$ cat config.mk
export PLATFORM = sky130hd
export DESIGN_NAME = mit_top
export DESIGN_NICKNAME = d
export VERILOG_FILES = /design/src/inc/mit_pkg.sv /design/src/core/mit_prescale.sv /design/src/core/mit_tick.sv /design/src/core/mit_top.sv
export SDC_FILE = /design/constraint.sdc
export NUM_CORES = 1
export LEC_CHECK = 0
export BUFFER_PORTS_ARGS = -buffer_cell sky130_fd_sc_hd__buf_2
export CORE_MARGIN = 4
export CORE_UTILIZATION = 59
export CTS_CLUSTER_SIZE = 25
export DETAILED_ROUTE_END_ITERATION = 8
export GPL_ROUTABILITY_DRIVEN = 0
export PLACE_DENSITY = 0.87
export SLEW_MARGIN = 40
export SYNTH_ARGS = -nofsm -noshare
export SYNTH_HDL_FRONTEND = slang
export SYNTH_SLANG_ARGS = --single-unit
$ cat constraint.sdc
create_clock -name ref_clk -period 3.05 [get_ports ref_clk]
set_input_delay 0.61 -clock ref_clk [delete_from_list [all_inputs] [get_ports ref_clk]]
set_output_delay 0.61 -clock ref_clk [all_outputs]
set_load 0.05 [all_outputs]
$ cat src/inc/mit_pkg.sv
// Package: register map, field layout and types of the interrupt block
package mit_pkg;
  // AXI4-Lite byte addresses
  localparam logic [7:0] ADDR_PSC = 8'h00;
  localparam logic [7:0] ADDR_TB0 = 8'h04;
  localparam logic [7:0] ADDR_TB1 = 8'h08;
  localparam logic [7:0] ADDR_FLAG = 8'h0C;
  localparam logic [7:0] ADDR_EN = 8'h10;
  localparam logic [7:0] ADDR_CORE = 8'h14;
  // Field positions
  localparam int TB_RUN_BIT = 7;
  localparam int TB_SEL_W = 3;
  localparam int PSC_SEL_W = 2;
  localparam int GIE_BIT = 0;
  localparam int WAKE_BIT = 1;
  // Request flag bit positions in the flag and enable registers
  localparam int F_MEMW = 0;
  localparam int F_LVOLT = 1;
  localparam int F_TICK0 = 2;
  localparam int F_TICK1 = 3;
  localparam int F_SERIAL = 4;
  localparam int F_UART0 = 5;
  localparam int F_UART1 = 6;
  localparam int F_GROUP = 7;
  localparam int NFLAG = 8;
  // Enable register bit of the multi-function group enable
  localparam int E_GROUP = 7;
  // Divider: 2^8 is the shortest period, 2^15 the longest
  localparam int TB_BASE_EXP = 8;
  localparam int TB_CNT_W = 15;
  localparam logic [1:0] SYS_DIV4_TOP = 2'h3;
  // Prescaler source codes
  localparam logic [1:0] PSC_SYS = 2'h0;
  localparam logic [1:0] PSC_SYS4 = 2'h1;
  // Reset values and bus response codes
  localparam logic [7:0] RST_BYTE = 8'h00;
  localparam logic [31:0] RD_ZERO = 32'h0000_0000;
  localparam logic [1:0] RESP_OKAY = 2'h0;
  localparam logic [1:0] RESP_SLVERR = 2'h2;
  // Vector numbers presented to the core
  localparam logic [2:0] VEC_GROUP = 3'h0;
  localparam logic [2:0] VEC_TICK0 = 3'h1;
  localparam logic [2:0] VEC_TICK1 = 3'h2;
  localparam logic [2:0] VEC_SERIAL = 3'h3;
  localparam logic [2:0] VEC_UART0 = 3'h4;
  localparam logic [2:0] VEC_UART1 = 3'h5;

  // Peripheral event pulses
  typedef struct packed {
    logic mem_write_done;
    logic low_volt_detect;
    logic serial_if_event;
    logic [1:0] uart_event;
  } mit_events_type;

  // Core sequencer handshake
  typedef struct packed {
    logic vec_take;
    logic return_from_isr_op;
    logic stack_full;
  } mit_core_type;
endpackage
$ cat src/core/mit_prescale.sv
// Prescaler clock enable generator selecting system, system/4 or sub clock
`timescale 1ns/100ps
module mit_prescale (
  // Clock and reset
  input wire logic ref_clk,
  input wire logic nrst,
  // Control
  input wire logic [1:0] prescale_src_sel,
  input wire logic sub_clk_tick,
  // Prescaled clock enable
  output logic prescaled_clock
);
  logic [1:0] div_reg;

  // Free-running divide by four of the system clock
  always_ff @(posedge ref_clk or negedge nrst) begin
    if (!nrst) begin
      div_reg <= 2'h0;
    end else begin
      div_reg <= div_reg + 2'h1;
    end
  end

  // Source choice: 00 sys, 01 sys/4, 1x sub clock
  always_comb begin
    if (prescale_src_sel == mit_pkg::PSC_SYS) begin
      prescaled_clock = 1'b1;
    end else if (prescale_src_sel == mit_pkg::PSC_SYS4) begin
      prescaled_clock = (div_reg == mit_pkg::SYS_DIV4_TOP);
    end else begin
      prescaled_clock = sub_clk_tick;
    end
  end
endmodule

$ cat src/core/mit_tick.sv
// One time base divider: overflow pulse every 2^(8+sel) prescaled ticks
`timescale 1ns/100ps
module mit_tick (
  // Clock and reset
  input wire logic ref_clk,
  input wire logic nrst,
  // Control
  input wire logic run,
  input wire logic [2:0] period_sel,
  input wire logic prescaled_clock,
  // Overflow pulse
  output logic overflow
);
  logic [14:0] cnt_reg;
  logic [15:0] wide;
  logic [14:0] mask;

  // Mask of the counter bits in use for the chosen period
  always_comb begin
    wide = 16'h0001 << (mit_pkg::TB_BASE_EXP + int'(period_sel));
    mask = wide[14:0] - 15'h0001;
    if (period_sel == 3'h7) begin
      mask = 15'h7FFF;
    end
  end

  // Counter runs only while enabled, cleared while stopped
  always_ff @(posedge ref_clk or negedge nrst) begin
    if (!nrst) begin
      cnt_reg <= 15'h0000;
    end else if (!run) begin
      cnt_reg <= 15'h0000;
    end else if (prescaled_clock) begin
      cnt_reg <= (cnt_reg + 15'h0001) & mask;
    end
  end

  assign overflow = run && prescaled_clock && ((cnt_reg & mask) == mask);
endmodule

$ cat src/core/mit_top.sv
// Interrupt request, vectoring, wake-up and time base top with AXI4-Lite
`timescale 1ns/100ps
module mit_top (
  // Clock and reset
  input wire logic ref_clk,
  input wire logic nrst,
  // AXI4-Lite write address and data
  input wire logic [7:0] s_axi_awaddr,
  input wire logic s_axi_awvalid,
  output logic s_axi_awready,
  input wire logic [31:0] s_axi_wdata,
  input wire logic [3:0] s_axi_wstrb,
  input wire logic s_axi_wvalid,
  output logic s_axi_wready,
  // AXI4-Lite write response
  output logic [1:0] s_axi_bresp,
  output logic s_axi_bvalid,
  input wire logic s_axi_bready,
  // AXI4-Lite read
  input wire logic [7:0] s_axi_araddr,
  input wire logic s_axi_arvalid,
  output logic s_axi_arready,
  output logic [31:0] s_axi_rdata,
  output logic [1:0] s_axi_rresp,
  output logic s_axi_rvalid,
  input wire logic s_axi_rready,
  // Peripheral events and sub clock tick
  input wire mit_pkg::mit_events_type events,
  input wire logic sub_clk_tick,
  // Processor core sequencer
  input wire mit_pkg::mit_core_type core,
  output logic vec_req_reg,
  output logic [2:0] vec_num_reg,
  output logic wake_reg
);
  logic [1:0] psc_reg;
  logic [7:0] tb0_reg;
  logic [7:0] tb1_reg;
  logic [7:0] flag_reg;
  logic [7:0] flag_next;
  logic [7:0] flag_dly_reg;
  logic [7:0] en_reg;
  logic global_int_en;
  logic prescaled_clock;
  logic [1:0] tick_ovf;
  logic [7:0] set_vec;
  logic [7:0] svc_clr;
  logic [7:0] sw_clr;
  logic [7:0] pend;
  logic any_pend;
  logic [2:0] vec_pick;
  logic [7:0] aw_addr_reg;
  logic aw_have_reg;
  logic [31:0] w_data_reg;
  logic [3:0] w_strb_reg;
  logic w_have_reg;
  logic wr_go;
  logic wr_hit;
  logic [31:0] rd_mux;
  logic rd_hit;

  // Prescaler and the two time base dividers
  mit_prescale u_psc (
    .ref_clk(ref_clk),
    .nrst(nrst),
    .prescale_src_sel(psc_reg),
    .sub_clk_tick(sub_clk_tick),
    .prescaled_clock(prescaled_clock)
  );

  mit_tick u_tick0 (
    .ref_clk(ref_clk),
    .nrst(nrst),
    .run(tb0_reg[mit_pkg::TB_RUN_BIT]),
    .period_sel(tb0_reg[mit_pkg::TB_SEL_W-1:0]),
    .prescaled_clock(prescaled_clock),
    .overflow(tick_ovf[0])
  );

  mit_tick u_tick1 (
    .ref_clk(ref_clk),
    .nrst(nrst),
    .run(tb1_reg[mit_pkg::TB_RUN_BIT]),
    .period_sel(tb1_reg[mit_pkg::TB_SEL_W-1:0]),
    .prescaled_clock(prescaled_clock),
    .overflow(tick_ovf[1])
  );

  // AXI write channel capture: address and data in either order
  assign wr_go = aw_have_reg && w_have_reg && !s_axi_bvalid;

  // Registered address ready: low while a captured address waits
  always_ff @(posedge ref_clk or negedge nrst) begin
    if (!nrst) begin
      s_axi_awready <= 1'b0;
    end else if (s_axi_awvalid && s_axi_awready) begin
      s_axi_awready <= 1'b0;
    end else if (wr_go) begin
      s_axi_awready <= 1'b1;
    end else begin
      s_axi_awready <= !aw_have_reg;
    end
  end

  // Registered data ready: low while captured data waits
  always_ff @(posedge ref_clk or negedge nrst) begin
    if (!nrst) begin
      s_axi_wready <= 1'b0;
    end else if (s_axi_wvalid && s_axi_wready) begin
      s_axi_wready <= 1'b0;
    end else if (wr_go) begin
      s_axi_wready <= 1'b1;
    end else begin
      s_axi_wready <= !w_have_reg;
    end
  end

  always_ff @(posedge ref_clk or negedge nrst) begin
    if (!nrst) begin
      aw_have_reg <= 1'b0;
      aw_addr_reg <= mit_pkg::RST_BYTE;
    end else if (s_axi_awvalid && s_axi_awready) begin
      aw_have_reg <= 1'b1;
      aw_addr_reg <= s_axi_awaddr;
    end else if (wr_go) begin
      aw_have_reg <= 1'b0;
    end
  end

  always_ff @(posedge ref_clk or negedge nrst) begin
    if (!nrst) begin
      w_have_reg <= 1'b0;
      w_data_reg <= mit_pkg::RD_ZERO;
      w_strb_reg <= 4'h0;
    end else if (s_axi_wvalid && s_axi_wready) begin
      w_have_reg <= 1'b1;
      w_data_reg <= s_axi_wdata;
      w_strb_reg <= s_axi_wstrb;
    end else if (wr_go) begin
      w_have_reg <= 1'b0;
    end
  end

  // Address decode of a write
  always_comb begin
    case (aw_addr_reg)
      mit_pkg::ADDR_PSC, mit_pkg::ADDR_TB0, mit_pkg::ADDR_TB1,
      mit_pkg::ADDR_FLAG, mit_pkg::ADDR_EN, mit_pkg::ADDR_CORE: begin
        wr_hit = 1'b1;
      end
      default: begin
        wr_hit = 1'b0;
      end
    endcase
  end

  // Write response, SLVERR on unmapped address
  always_ff @(posedge ref_clk or negedge nrst) begin
    if (!nrst) begin
      s_axi_bvalid <= 1'b0;
      s_axi_bresp <= mit_pkg::RESP_OKAY;
    end else if (wr_go) begin
      s_axi_bvalid <= 1'b1;
      s_axi_bresp <= wr_hit ? mit_pkg::RESP_OKAY : mit_pkg::RESP_SLVERR;
    end else if (s_axi_bready) begin
      s_axi_bvalid <= 1'b0;
    end
  end

  // Configuration registers, byte lane 0 only
  always_ff @(posedge ref_clk or negedge nrst) begin
    if (!nrst) begin
      psc_reg <= 2'h0;
      tb0_reg <= mit_pkg::RST_BYTE;
      tb1_reg <= mit_pkg::RST_BYTE;
      en_reg <= mit_pkg::RST_BYTE;
    end else if (wr_go && w_strb_reg[0]) begin
      case (aw_addr_reg)
        mit_pkg::ADDR_PSC: psc_reg <= w_data_reg[mit_pkg::PSC_SEL_W-1:0];
        mit_pkg::ADDR_TB0: tb0_reg <= w_data_reg[7:0] & 8'h87;
        mit_pkg::ADDR_TB1: tb1_reg <= w_data_reg[7:0] & 8'h87;
        mit_pkg::ADDR_EN: en_reg <= w_data_reg[7:0];
        default: en_reg <= en_reg;
      endcase
    end
  end

  // Software clear of flags: write one to clear at the flag address
  always_comb begin
    sw_clr = 8'h00;
    if (wr_go && w_strb_reg[0] && aw_addr_reg == mit_pkg::ADDR_FLAG) begin
      sw_clr = w_data_reg[7:0];
    end
  end

  // Hardware event sources
  always_comb begin
    set_vec = 8'h00;
    set_vec[mit_pkg::F_MEMW] = events.mem_write_done;
    set_vec[mit_pkg::F_LVOLT] = events.low_volt_detect;
    set_vec[mit_pkg::F_TICK0] = tick_ovf[0];
    set_vec[mit_pkg::F_TICK1] = tick_ovf[1];
    set_vec[mit_pkg::F_SERIAL] = events.serial_if_event;
    set_vec[mit_pkg::F_UART0] = events.uart_event[0];
    set_vec[mit_pkg::F_UART1] = events.uart_event[1];
    // Group flag set by any enabled member request
    set_vec[mit_pkg::F_GROUP] =
      (flag_reg[mit_pkg::F_MEMW] && en_reg[mit_pkg::F_MEMW]) ||
      (flag_reg[mit_pkg::F_LVOLT] && en_reg[mit_pkg::F_LVOLT]);
  end

  // Pending requests gated by enables and stack state
  always_comb begin
    pend = flag_reg & en_reg;
    pend[mit_pkg::F_MEMW] = 1'b0;
    pend[mit_pkg::F_LVOLT] = 1'b0;
    pend[mit_pkg::F_GROUP] = flag_reg[mit_pkg::F_GROUP] &&
      en_reg[mit_pkg::E_GROUP];
    any_pend = global_int_en && !core.stack_full && (pend != 8'h00);
  end

  // Fixed priority: group, tick0, tick1, serial, uart0, uart1
  always_comb begin
    if (pend[mit_pkg::F_GROUP]) begin
      vec_pick = mit_pkg::VEC_GROUP;
    end else if (pend[mit_pkg::F_TICK0]) begin
      vec_pick = mit_pkg::VEC_TICK0;
    end else if (pend[mit_pkg::F_TICK1]) begin
      vec_pick = mit_pkg::VEC_TICK1;
    end else if (pend[mit_pkg::F_SERIAL]) begin
      vec_pick = mit_pkg::VEC_SERIAL;
    end else if (pend[mit_pkg::F_UART0]) begin
      vec_pick = mit_pkg::VEC_UART0;
    end else begin
      vec_pick = mit_pkg::VEC_UART1;
    end
  end

  // Service-time clear of the flag whose vector is taken
  always_comb begin
    svc_clr = 8'h00;
    if (core.vec_take && vec_req_reg) begin
      case (vec_num_reg)
        mit_pkg::VEC_GROUP: svc_clr[mit_pkg::F_GROUP] = 1'b1;
        mit_pkg::VEC_TICK0: svc_clr[mit_pkg::F_TICK0] = 1'b1;
        mit_pkg::VEC_TICK1: svc_clr[mit_pkg::F_TICK1] = 1'b1;
        mit_pkg::VEC_SERIAL: svc_clr[mit_pkg::F_SERIAL] = 1'b1;
        mit_pkg::VEC_UART0: svc_clr[mit_pkg::F_UART0] = 1'b1;
        mit_pkg::VEC_UART1: svc_clr[mit_pkg::F_UART1] = 1'b1;
        default: svc_clr = 8'h00;
      endcase
    end
  end

  // Sticky flags; a set in the same cycle as a clear wins
  assign flag_next = (flag_reg & ~(svc_clr | sw_clr)) | set_vec;

  always_ff @(posedge ref_clk or negedge nrst) begin
    if (!nrst) begin
      flag_reg <= mit_pkg::RST_BYTE;
    end else begin
      flag_reg <= flag_next;
    end
  end

  // Global enable: cleared on service entry, set by return-from-isr
  always_ff @(posedge ref_clk or negedge nrst) begin
    if (!nrst) begin
      global_int_en <= 1'b0;
    end else if (core.vec_take && vec_req_reg) begin
      global_int_en <= 1'b0;
    end else if (core.return_from_isr_op) begin
      global_int_en <= 1'b1;
    end else if (wr_go && w_strb_reg[0] &&
                 aw_addr_reg == mit_pkg::ADDR_CORE) begin
      global_int_en <= w_data_reg[mit_pkg::GIE_BIT];
    end
  end

  // Vector request to the core; the core pushes only the PC
  always_ff @(posedge ref_clk or negedge nrst) begin
    if (!nrst) begin
      vec_req_reg <= 1'b0;
      vec_num_reg <= mit_pkg::VEC_GROUP;
    end else if (core.vec_take && vec_req_reg) begin
      vec_req_reg <= 1'b0;
    end else begin
      vec_req_reg <= any_pend;
      vec_num_reg <= vec_pick;
    end
  end

  // Wake-up on any flag rising edge, enables ignored
  always_ff @(posedge ref_clk or negedge nrst) begin
    if (!nrst) begin
      flag_dly_reg <= mit_pkg::RST_BYTE;
      wake_reg <= 1'b0;
    end else begin
      flag_dly_reg <= flag_reg;
      wake_reg <= (flag_reg & ~flag_dly_reg) != 8'h00;
    end
  end

  // Read mux, unused bits read zero
  always_comb begin
    rd_mux = mit_pkg::RD_ZERO;
    rd_hit = 1'b1;
    case (s_axi_araddr)
      mit_pkg::ADDR_PSC: rd_mux[1:0] = psc_reg;
      mit_pkg::ADDR_TB0: rd_mux[7:0] = tb0_reg;
      mit_pkg::ADDR_TB1: rd_mux[7:0] = tb1_reg;
      mit_pkg::ADDR_FLAG: rd_mux[7:0] = flag_reg;
      mit_pkg::ADDR_EN: rd_mux[7:0] = en_reg;
      mit_pkg::ADDR_CORE: begin
        rd_mux[mit_pkg::GIE_BIT] = global_int_en;
        rd_mux[mit_pkg::WAKE_BIT] = wake_reg;
      end
      default: rd_hit = 1'b0;
    endcase
  end

  // Registered read ready: low from address capture until data taken
  always_ff @(posedge ref_clk or negedge nrst) begin
    if (!nrst) begin
      s_axi_arready <= 1'b0;
    end else if (s_axi_arvalid && s_axi_arready) begin
      s_axi_arready <= 1'b0;
    end else if (s_axi_rvalid && s_axi_rready) begin
      s_axi_arready <= 1'b1;
    end else begin
      s_axi_arready <= !s_axi_rvalid;
    end
  end

  // Read channel: one cycle after address acceptance

  always_ff @(posedge ref_clk or negedge nrst) begin
    if (!nrst) begin
      s_axi_rvalid <= 1'b0;
      s_axi_rdata <= mit_pkg::RD_ZERO;
      s_axi_rresp <= mit_pkg::RESP_OKAY;
    end else if (s_axi_arvalid && s_axi_arready) begin
      s_axi_rvalid <= 1'b1;
      s_axi_rdata <= rd_mux;
      s_axi_rresp <= rd_hit ? mit_pkg::RESP_OKAY : mit_pkg::RESP_SLVERR;
    end else if (s_axi_rready) begin
      s_axi_rvalid <= 1'b0;
    end
  end
endmodule

==> metrics, run 1 <==
status=completed; share of cells above drive strength 1=0.208; r2r setup slk=0.56 ns; worst vdd ir=775 uV; drt via density=6.15; wire length per cell=17.2 microns; post-route ant nets=0; clk buf depth=2; Clock Skew=0.00983 ns; main area contributors after synthesis=dfrtp_1, mux2_2, nand2_1, buf_4, o21ai_0; critical path capture point=flag_reg[3]; cell taking the most area after synthesis=dfrtp_1; Arr. time, crit path=2.80 ns; Clk pin slew, worst setup/hold paths=0.10 ns; row count=34; total CTS buffers=9; postcts setup bufs=0; top cells by count, synth=dfrtp_1, nand2_1, mux2_2; hold buffers post-CTS=0; Psw=1.42 mW; GRT Util Overall=0.227; combinational share of power=0.272; final hold vios=0; Reg2Reg Depth=8; Seq pwr share=0.499; Via Count=4337; Leak=2.67 nW; Slowest cell on crit path=dfrtp_1; Die ar.=10800 sq um; post-synthesis cell count=542; RSZ-0062 raised after global routing=no; Async SR Flop Fraction=1.00; Cell Area, Synth=5450 sq um; Critical Path, Cell by Cell=nor3_1, inv_1, ha_1, nor2b_1, a2bb2oi_1, nor2_1, nor4_1, a31o_2; clk sinks=106; area grow syn2layout=9.04%; Startpoint Class=flop; die width=104 microns; post-route minimum period=2.49 ns; most frequent cell after synthesis=dfrtp_1; DP Cell Count=690; Synth cell types=56; CTS-repair resized insts=0; Worst Hold Class=input port to asynchronous set/reset pin; worst r2r src=tb1_reg[2]; pwr dens=646 nW/um^2; Crit Path Max Fanout=10; final setup violation count=0; number of antenna diodes=0; first-pass GRT wire length=20300 microns; Tot Pwr=3.84 mW; global route total overflow=0; Seq/Total Area, Yosys=0.487; #FFs+latches synth=106; # DRC=0; Detail Placement HPWL=8650 microns; Max Transition Viols Final=0; final WL=12100 microns; syn_area_per_cell=10.1 sq um; Worst Setup SP=tb1_reg[2]; Required @ worst endpoint=3.36 ns; CTS H-tree depth=3; Slew @ Worst Pin=0.681 ns; Sw Share=0.371; Syn. warnings=0; WS Path Type=flop to flop; Core ar.=8850 sq um; CTS tree=yes; non-filler cells, final=705; Die Ht=104 microns; reg2reg end=flag_reg[3]; final core occ=0.672; Setup crit end kind=flop; Setup TNS Final=0 ns; Max-Cap Viols=0; Slew headroom=0.542; worst skew pair latency=0.37 ns; clock power share=0.229; IO buf count=60; # IOs=114; Yosys top cell area share=0.487; CTS Root Cell=clkbuf_8; Post-synth EDFFs=0; nets@finish=666; slowest stage delay, CP=0.52 ns; final period utilization=0.816; largest net degree at the start of global routing=59; vias in the first global route=4182; Max Clk Rate=402 MHz; Internal=2.42 mW; Initial DRT Pass Iterations=5; Starting Density=0.616; initial antenna violation count=0; initial DRC count=346; Main synth FF type=dfrtp_1
-- placed cells by master (no fill, tap or decap), drive strengths merged, types with 10 or more instances in the layout --
master	netlist	layout
dfrtp	106	106
buf	29	62
nand2	56	56
mux2	36	36
inv	27	28
conb	1	26
o21ai	25	25
a21oi	20	20
nor2	18	18
nand3	18	18
nor3	17	17
and2	16	16
nand4	12	12
nor2b	10	10
clkbuf	18	10
-- power by group through the flow --
stage                     Combinational, mW  Clock [mW]  Sequential [mW]
final                                  1.04       0.881             1.92
after global routing                   1.14       0.954             1.95
after CTS                              1.05       0.896             1.91
after detailed placement               1.04           0             1.93
after global placement                0.993           0             1.90
after floorplan                       0.671           0             2.01
-- worst min-delay path by stage --
stage | to | cells past startpoint | from | slack, ns
after floorplan | aw_addr_reg[0] | 0 | nrst | 0.31
after global placement | u_psc.div_reg[0] | 1 | u_psc.div_reg[0] | 0.41
after detailed placement | u_psc.div_reg[0] | 1 | u_psc.div_reg[0] | 0.43
after CTS | aw_addr_reg[2] | 1 | nrst | 0.27
after global routing | u_tick1.cnt_reg[6] | 1 | nrst | 0.28
final | u_tick1.cnt_reg[6] | 1 | nrst | 0.25
-- area by class of cell --
type / count / area [sq um]
tap: 108 / 135
clock buffer: 10 / 138
fill: 645 / 2900
multi-input combinational: 387 / 2520
clock inverter: 5 / 62.6
inverter: 27 / 101
timing repair buffer: 62 / 330
sequential: 106 / 2650
-- worst max-delay path, delay by kind of cell, from the launching register on --
kind	cells	cell delay (ns)
adder cells (fa/ha/maj)	1	0.29
buffers and inverters	1	0.10
flip-flops	1	0.52
AND/OR/NAND/NOR	4	1.05
AO/OA/AOI/OAI	2	0.49
-- cells by family after synthesis --
group	synth area share
compound gates	0.133
xor+xnor	0.0193
flops	0.487
fa+ha+maj	0.0115
mux	0.0955
other cells	0.000688
simple gates	0.184
buf+inv	0.0698
-- stage by stage --
step | hold slack [ns] | instance area [sq um] | setup slack (ns)
after global placement | 0.411 | 5740 | 0.725
after detailed placement | 0.427 | 5740 | 0.686
after floorplan | 0.314 | 5550 | 0.940
after CTS | 0.267 | 5940 | 0.612
final | 0.249 | 5940 | 0.560
after global routing | 0.281 | 5940 | 0.329
-- routing by layer --
layer  vias to the layer above  wire length (microns)  GRT usage
met3                        21                    880     0.0503
met4                         0                    154     0.0551
met5                         -                      0          0
li1                       1987                      -          -
met2                       196                   6040      0.377
met1                      2133                   5060      0.305
Power figures use the tool's default switching activity.
==> inputs of run 2 (changes only) <==
--- a/config.mk
+++ b/config.mk
@@ -5,13 +5,14 @@
 export SDC_FILE = /design/constraint.sdc
 export NUM_CORES = 1
 export LEC_CHECK = 0
+export ABC_AREA = 1
 export BUFFER_PORTS_ARGS = -buffer_cell sky130_fd_sc_hd__buf_2
 export CORE_MARGIN = 4
-export CORE_UTILIZATION = 59
+export CORE_UTILIZATION = 50
 export CTS_CLUSTER_SIZE = 25
 export DETAILED_ROUTE_END_ITERATION = 8
 export GPL_ROUTABILITY_DRIVEN = 0
-export PLACE_DENSITY = 0.87
+export PLACE_DENSITY = 0.79
 export SLEW_MARGIN = 40
 export SYNTH_ARGS = -nofsm -noshare
 export SYNTH_HDL_FRONTEND = slang
==> constraint.sdc (replaced) <==
create_clock -name ref_clk -period 2.2 [get_ports ref_clk]
set_input_delay 0.44 -clock ref_clk [delete_from_list [all_inputs] [get_ports ref_clk]]
set_output_delay 0.44 -clock ref_clk [all_outputs]
set_load 0.05 [all_outputs]
==> metrics, run 2 <==
status=completed; die width=114 microns (+9.6%); IO buf count=60 (unchanged); fin area=6270 sq um (+5.5%); final core occ=0.574 (-0.0982); # DRC=0 (unchanged); worst vdd ir=876 uV (+13%); final setup violation count=0 (unchanged); nets@finish=872 (+31%); Clk pin slew, worst setup/hold paths=0.07 ns (-0.03 ns); Crit Path Max Fanout=9 (-1); total CTS buffers=9 (unchanged); area grow syn2layout=11.4%; most frequent cells in the layout=nand2_1, dfrtp_1, inv_1; clk buf depth=2 (unchanged); post-synthesis cell count=735 (+36%); Max-Cap Viols=0 (unchanged); largest net degree at the start of global routing=57 (-3.4%); Arr. time, crit path=2.10 ns (-0.70 ns); hold buffers post-CTS=0 (unchanged); Max Clk Rate=539 MHz (+34%); Detail Placement HPWL=9010 microns (+4.2%); non-filler cells, final=944 (+34%); CTS-repair resized insts=0 (unchanged); Startpoint Class=flop; cell taking the most area after synthesis=dfrtp_1; clk sinks=106 (unchanged); GRT Util Overall=0.192 (-0.0354); first-pass GRT wire length=20300 microns (+0.10%); Die Ht=114 microns (+9.6%); worst skew pair latency=0.35 ns (-0.02 ns); CTS H-tree depth=3 (unchanged); final hold vios=0 (unchanged); Leak=3.16 nW (+18%); wire length per cell=12.8 microns (-26%); main area contributors after synthesis=dfrtp_1, nand2_1, inv_1, nand3_1, nor2_1; postcts setup bufs=0 (unchanged); Via Count=4814 (+11%); most common cell after layout, fill and taps aside=nand2_1; Slew headroom=0.609 (+0.0672); Synth cell types=36 (-36%); Worst Hold Margin=0.0176 ns (-0.231 ns); reg2reg end=flag_reg[2]; most frequent cell after synthesis=nand2_1; number of antenna diodes=0 (unchanged); initial antenna violation count=0 (unchanged); row count=38 (+12%); r2r setup slk=0.34 ns (-0.22 ns); Max Transition Viols Final=0 (unchanged); pwr dens=847 nW/um^2 (+31%); post-route minimum period=1.86 ns (-0.633 ns); vias in the first global route=4466 (+6.8%); initial DRC count=324 (-6.4%); Worst Hold Class=input port to asynchronous set/reset pin; global route total overflow=0 (unchanged); Main synth FF type=dfrtp_1; WS Path Type=flop to flop; CTS Root Cell=clkbuf_16; Cell Area, Synth=5630 sq um (+3.2%); Core ar.=10900 sq um (+24%); Yosys top cell area share=0.471 (-0.0153); CTS tree=yes; RSZ-0062 raised after global routing=no; Required @ worst endpoint=2.44 ns (-0.92 ns); final WL=12100 microns (-0.35%); Post-synth EDFFs=0 (unchanged); worst r2r src=tb0_reg[2]; Slew @ Worst Pin=0.585 ns (-0.0959 ns); Seq/Total Area, Yosys=0.471 (-0.0153); #FFs+latches synth=106 (unchanged); drt via density=5.10 (-17%); post-route ant nets=0 (unchanged); top cells by count, synth=nand2_1, dfrtp_1, inv_1; Starting Density=0.515 (-0.101); # IOs=114 (unchanged); final period utilization=0.844 (+0.0275); Syn. warnings=0 (unchanged); Placed Instance Area=5990 sq um (+4.2%); DP Cell Count=928 (+34%); Clock Skew=0.0107 ns (+0.000890 ns); Setup crit end kind=flop; Async SR Flop Fraction=1.00 (unchanged); Setup TNS Final=0 ns (unchanged); Die ar.=13000 sq um (+20%); syn_area_per_cell=7.66 sq um (-24%); share of cells above drive strength 1=0.143 (-0.0647); Initial DRT Pass Iterations=5 (unchanged); Reg2Reg Depth=11 (+3)
[run 2: cell types whose count changed after synthesis, moves of 9 or more]
| cell | change |
|---|---|
| a21oi_1 | +11 |
| o21ai_0 | +19 |
| nand3_1 | +42 |
| nand2b_1 | -9 |
| nor2_1 | +52 |
| mux2_2 | -32 |
| inv_1 | +63 |
| and2_1 | -16 |
| nand2_1 | +147 |
| xnor2_1 | -9 |
| nor2b_1 | -10 |
| clkbuf_1 | -16 |
[run 2: cell type report]
cell class | count | area [sq um]
Clock inverter | 5 | 42.5
Sequential cell | 106 | 2650
Timing Repair Buffer | 64 | 345
Inverter | 97 | 364
Multi-Input combinational cell | 521 | 2450
Fill cell | 1029 | 4660
Tap cell | 140 | 175
Clock buffer | 11 | 243
[run 2: critical path, cell delays in order (launching register included)]
cell and delay, ns:
dfrtp_1 0.51, nor2_1 0.24, nand2_1 0.13, ha_1 0.27, inv_1 0.09, nand3_1 0.09, nand2_1 0.09, nand2_1 0.05
nand2_1 0.08, a21oi_1 0.07, nand2_1 0.10, nand2_1 0.05
[run 2: how the worst max path moves through the flow]
stage | startpoint | to | slack, ns
after floorplan | tb0_reg[2] | flag_reg[2] | 0.62
after global placement | tb0_reg[2] | flag_reg[2] | 0.44
after detailed placement | tb0_reg[2] | flag_reg[2] | 0.39
after CTS | tb0_reg[2] | flag_reg[2] | 0.37
after global routing | tb0_reg[2] | flag_reg[2] | 0.15
final | tb0_reg[2] | flag_reg[2] | 0.34
[run 2: logic make-up (layout without fill, tap and decap cells)]
family | count (synthesis) | after routing | share of synthesized area
flip-flops | 106 | 106 | 0.471
AND/OR/NAND/NOR | 379 | 379 | 0.291
other | 1 | 26 | 0.000666
multiplexers | 4 | 4 | 0.00800
AO/OA/AOI/OAI | 107 | 107 | 0.108
adder cells (fa/ha/maj) | 5 | 5 | 0.0111
buffers and inverters | 133 | 177 | 0.110
[run 2: power breakdown]
group / switching (mW) / internal (mW)
sequential: 0.188 / 2.22
combinational: 0.988 / 0.355
clock: 0.744 / 0.816
[run 2: stage by stage]
step           power (mW)  worst slack (ns)
6_report             5.31             0.343
5_1_grt              5.63             0.150
3_3_place_gp         3.76             0.444
3_5_place_dp         3.79             0.393
2_1_floorplan        3.47             0.621
4_1_cts              5.35             0.373
[run 2: per-layer routing]
metal / GRT usage / wire length (microns) / vias up
li1: - / - / 2442
met3: 0.0407 / 706 / 14
met4: 0.0538 / 162 / 0
met1: 0.265 / 5470 / 2242
met2: 0.308 / 5760 / 116
met5: 0 / 0 / -
==> inputs of run 3 (changes only) <==
--- a/config.mk
+++ b/config.mk
@@ -5,14 +5,14 @@
 export SDC_FILE = /design/constraint.sdc
 export NUM_CORES = 1
 export LEC_CHECK = 0
-export ABC_AREA = 1
+export ABC_AREA = 0
 export BUFFER_PORTS_ARGS = -buffer_cell sky130_fd_sc_hd__buf_2
 export CORE_MARGIN = 4
-export CORE_UTILIZATION = 50
+export CORE_UTILIZATION = 55
 export CTS_CLUSTER_SIZE = 25
 export DETAILED_ROUTE_END_ITERATION = 8
 export GPL_ROUTABILITY_DRIVEN = 0
-export PLACE_DENSITY = 0.79
+export PLACE_DENSITY = 0.82
 export SLEW_MARGIN = 40
 export SYNTH_ARGS = -nofsm -noshare
 export SYNTH_HDL_FRONTEND = slang
==> constraint.sdc (replaced) <==
create_clock -name ref_clk -period 1.85 [get_ports ref_clk]
set_input_delay 0.37 -clock ref_clk [delete_from_list [all_inputs] [get_ports ref_clk]]
set_output_delay 0.37 -clock ref_clk [all_outputs]
set_load 0.05 [all_outputs]
==> metrics, run 3 (same netlist as run 1, synthesis figures left out) <==
CTS Root Cell=clkbuf_8; # DRC=0 (unchanged); vias in the first global route=4454 (-0.27%); total CTS buffers=9 (unchanged); Initial DRT Pass Iterations=5 (unchanged); Reg2Reg Depth=7 (-4); Max-Cap Viols=0 (unchanged); Starting Density=0.560 (+0.0457); RSZ-0062 raised after global routing=yes; row count=36 (-5.3%); Via Count=4539 (-5.7%); initial antenna violation count=0 (unchanged); post-route minimum period=2.02 ns (+0.161 ns); die width=108 microns (-5.7%); r2r setup slk=-0.17 ns (-0.51 ns); worst vdd ir=796 uV (-9.1%); final period utilization=1.09 (+0.247); Startpoint Class=flop; final core occ=0.672 (+0.0984); Arr. time, crit path=2.29 ns (+0.19 ns); most frequent cells in the layout=dfrtp_1, buf_2, nand2_1; Clk pin slew, worst setup/hold paths=0.11 ns (+0.04 ns); global route total overflow=0 (unchanged); hold_sp=core[0]; worst skew pair latency=0.38 ns (+0.03 ns); final WL=13400 microns (+10%); most common cell after layout, fill and taps aside=dfrtp_1; DP Cell Count=752 (-19%); Die Ht=108 microns (-5.7%); non-filler cells, final=776 (-18%); pre-CTS WS=-0.0903 ns (-0.483 ns); Clock Skew=0.0136 ns (+0.00292 ns); Placed Instance Area=6140 sq um (+2.6%); worst r2r src=tb0_reg[2]; drt via density=5.85 (+15%); Die ar.=11600 sq um (-11%); reg2reg end=u_tick0.cnt_reg[14]; wire length per cell=17.2 microns (+34%); Crit Path Max Fanout=6 (-3); Setup crit end kind=flop; status=complete, but fails checks; post-route ant nets=0 (unchanged); CTS H-tree depth=3 (unchanged); Core ar.=9730 sq um (-11%); failing checks=setup timing; Worst Hold Depth=2; final setup violation count=20 (+20); initial DRC count=266 (-18%); IO buf count=60 (unchanged); Worst Hold Class=input port to flop; CTS tree=yes; WS Path Type=flop to flop; Max Clk Rate=496 MHz (-8.0%); GRT Util Overall=0.228 (+0.0362); clk sinks=106 (unchanged); area grow syn2layout=19.9%; first-pass GRT wire length=21200 microns (+4.1%); Hold Crit Endpoint=vec_req_reg; Required @ worst endpoint=2.12 ns (-0.32 ns); Max Transition Viols Final=0 (unchanged); Detail Placement HPWL=9430 microns (+4.7%); pwr dens=1030 nW/um^2 (+21%); clk buf depth=2 (unchanged); fin area=6540 sq um (+4.2%); nets@finish=711 (-18%); largest net degree at the start of global routing=45 (-21%); share of cells above drive strength 1=0.314 (+0.171); number of antenna diodes=0 (unchanged); Leak=2.95 nW (-6.8%); # IOs=114 (unchanged); final worst slack=-0.168 ns (-0.511 ns); final hold vios=0 (unchanged)
[run 3: changes by cell type in the layout (fill, tap and decap cells not counted), moves of 24 or more]
cell	change
buf_4	+39
inv_1	-65
mux2_2	+24
nand2_1	-148
nand3_1	-43
nor2_1	-54
[run 3: how the worst max path moves through the flow]
stage / start / end / slack [ns] / cells after the start
2_1_floorplan: tb0_reg[2] / u_tick0.cnt_reg[14] / -0.03 / 8
3_3_place_gp: tb1_reg[2] / flag_reg[3] / -0.08 / 8
3_5_place_dp: aw_addr_reg[5] / en_reg[6] / -0.09 / 5
4_1_cts: aw_addr_reg[0] / en_reg[1] / -0.09 / 5
5_1_grt: aw_addr_reg[0] / en_reg[1] / -0.23 / 5
6_report: tb0_reg[2] / u_tick0.cnt_reg[14] / -0.17 / 7
[run 3: stage by stage]
step           hold slack, ns  setup TNS, ns  power (mW)
6_report                0.144          -1.96        6.72
3_5_place_dp            0.310          -1.67        5.12
2_1_floorplan          0.0744         -0.128        4.49
4_1_cts                 0.147          -1.32        6.56
5_1_grt                 0.144          -4.87        7.03
3_3_place_gp            0.302          -1.02        5.02
[run 3: layer usage]
metal	share of wire	vias to the layer above	GRT usage
met4	0.026	0	0.0821
met2	0.50	221	0.373
met5	0	-	0
met1	0.39	2203	0.306
met3	0.075	37	0.0396
li1	-	2078	-
[run 3: repair_timing]
item	4_1_cts	5_1_grt
endpoints found under the hold margin	24	0
resized for setup	16	23
pin swaps	3	6
hold buffers	1	0
buffers inserted	2	6
endpoints found under the setup margin	27	38
[run 3: worst max-delay path, stage by stage (launching register included)]
cell      delay [ns]
dfrtp_2         0.45
or3_4           0.39
ha_4            0.20
nor2b_4         0.13
o22a_1          0.23
nor4_1          0.20
nand4_1         0.17
o211ai_1        0.16
[run 3: layout make-up]
class	count	area, sq um
clock buffers	10	128
fillers	728	3190
flip-flops and latches	106	2660
clock inverters	6	56.3
multi-input cells	387	2740
repair buffers	107	691
inverters	27	101
well taps	133	166
[run 3: power breakdown]
group / internal, mW / switching [mW]
combinational: 0.893 / 1.29
clock: 0.523 / 0.874
sequential: 2.69 / 0.447
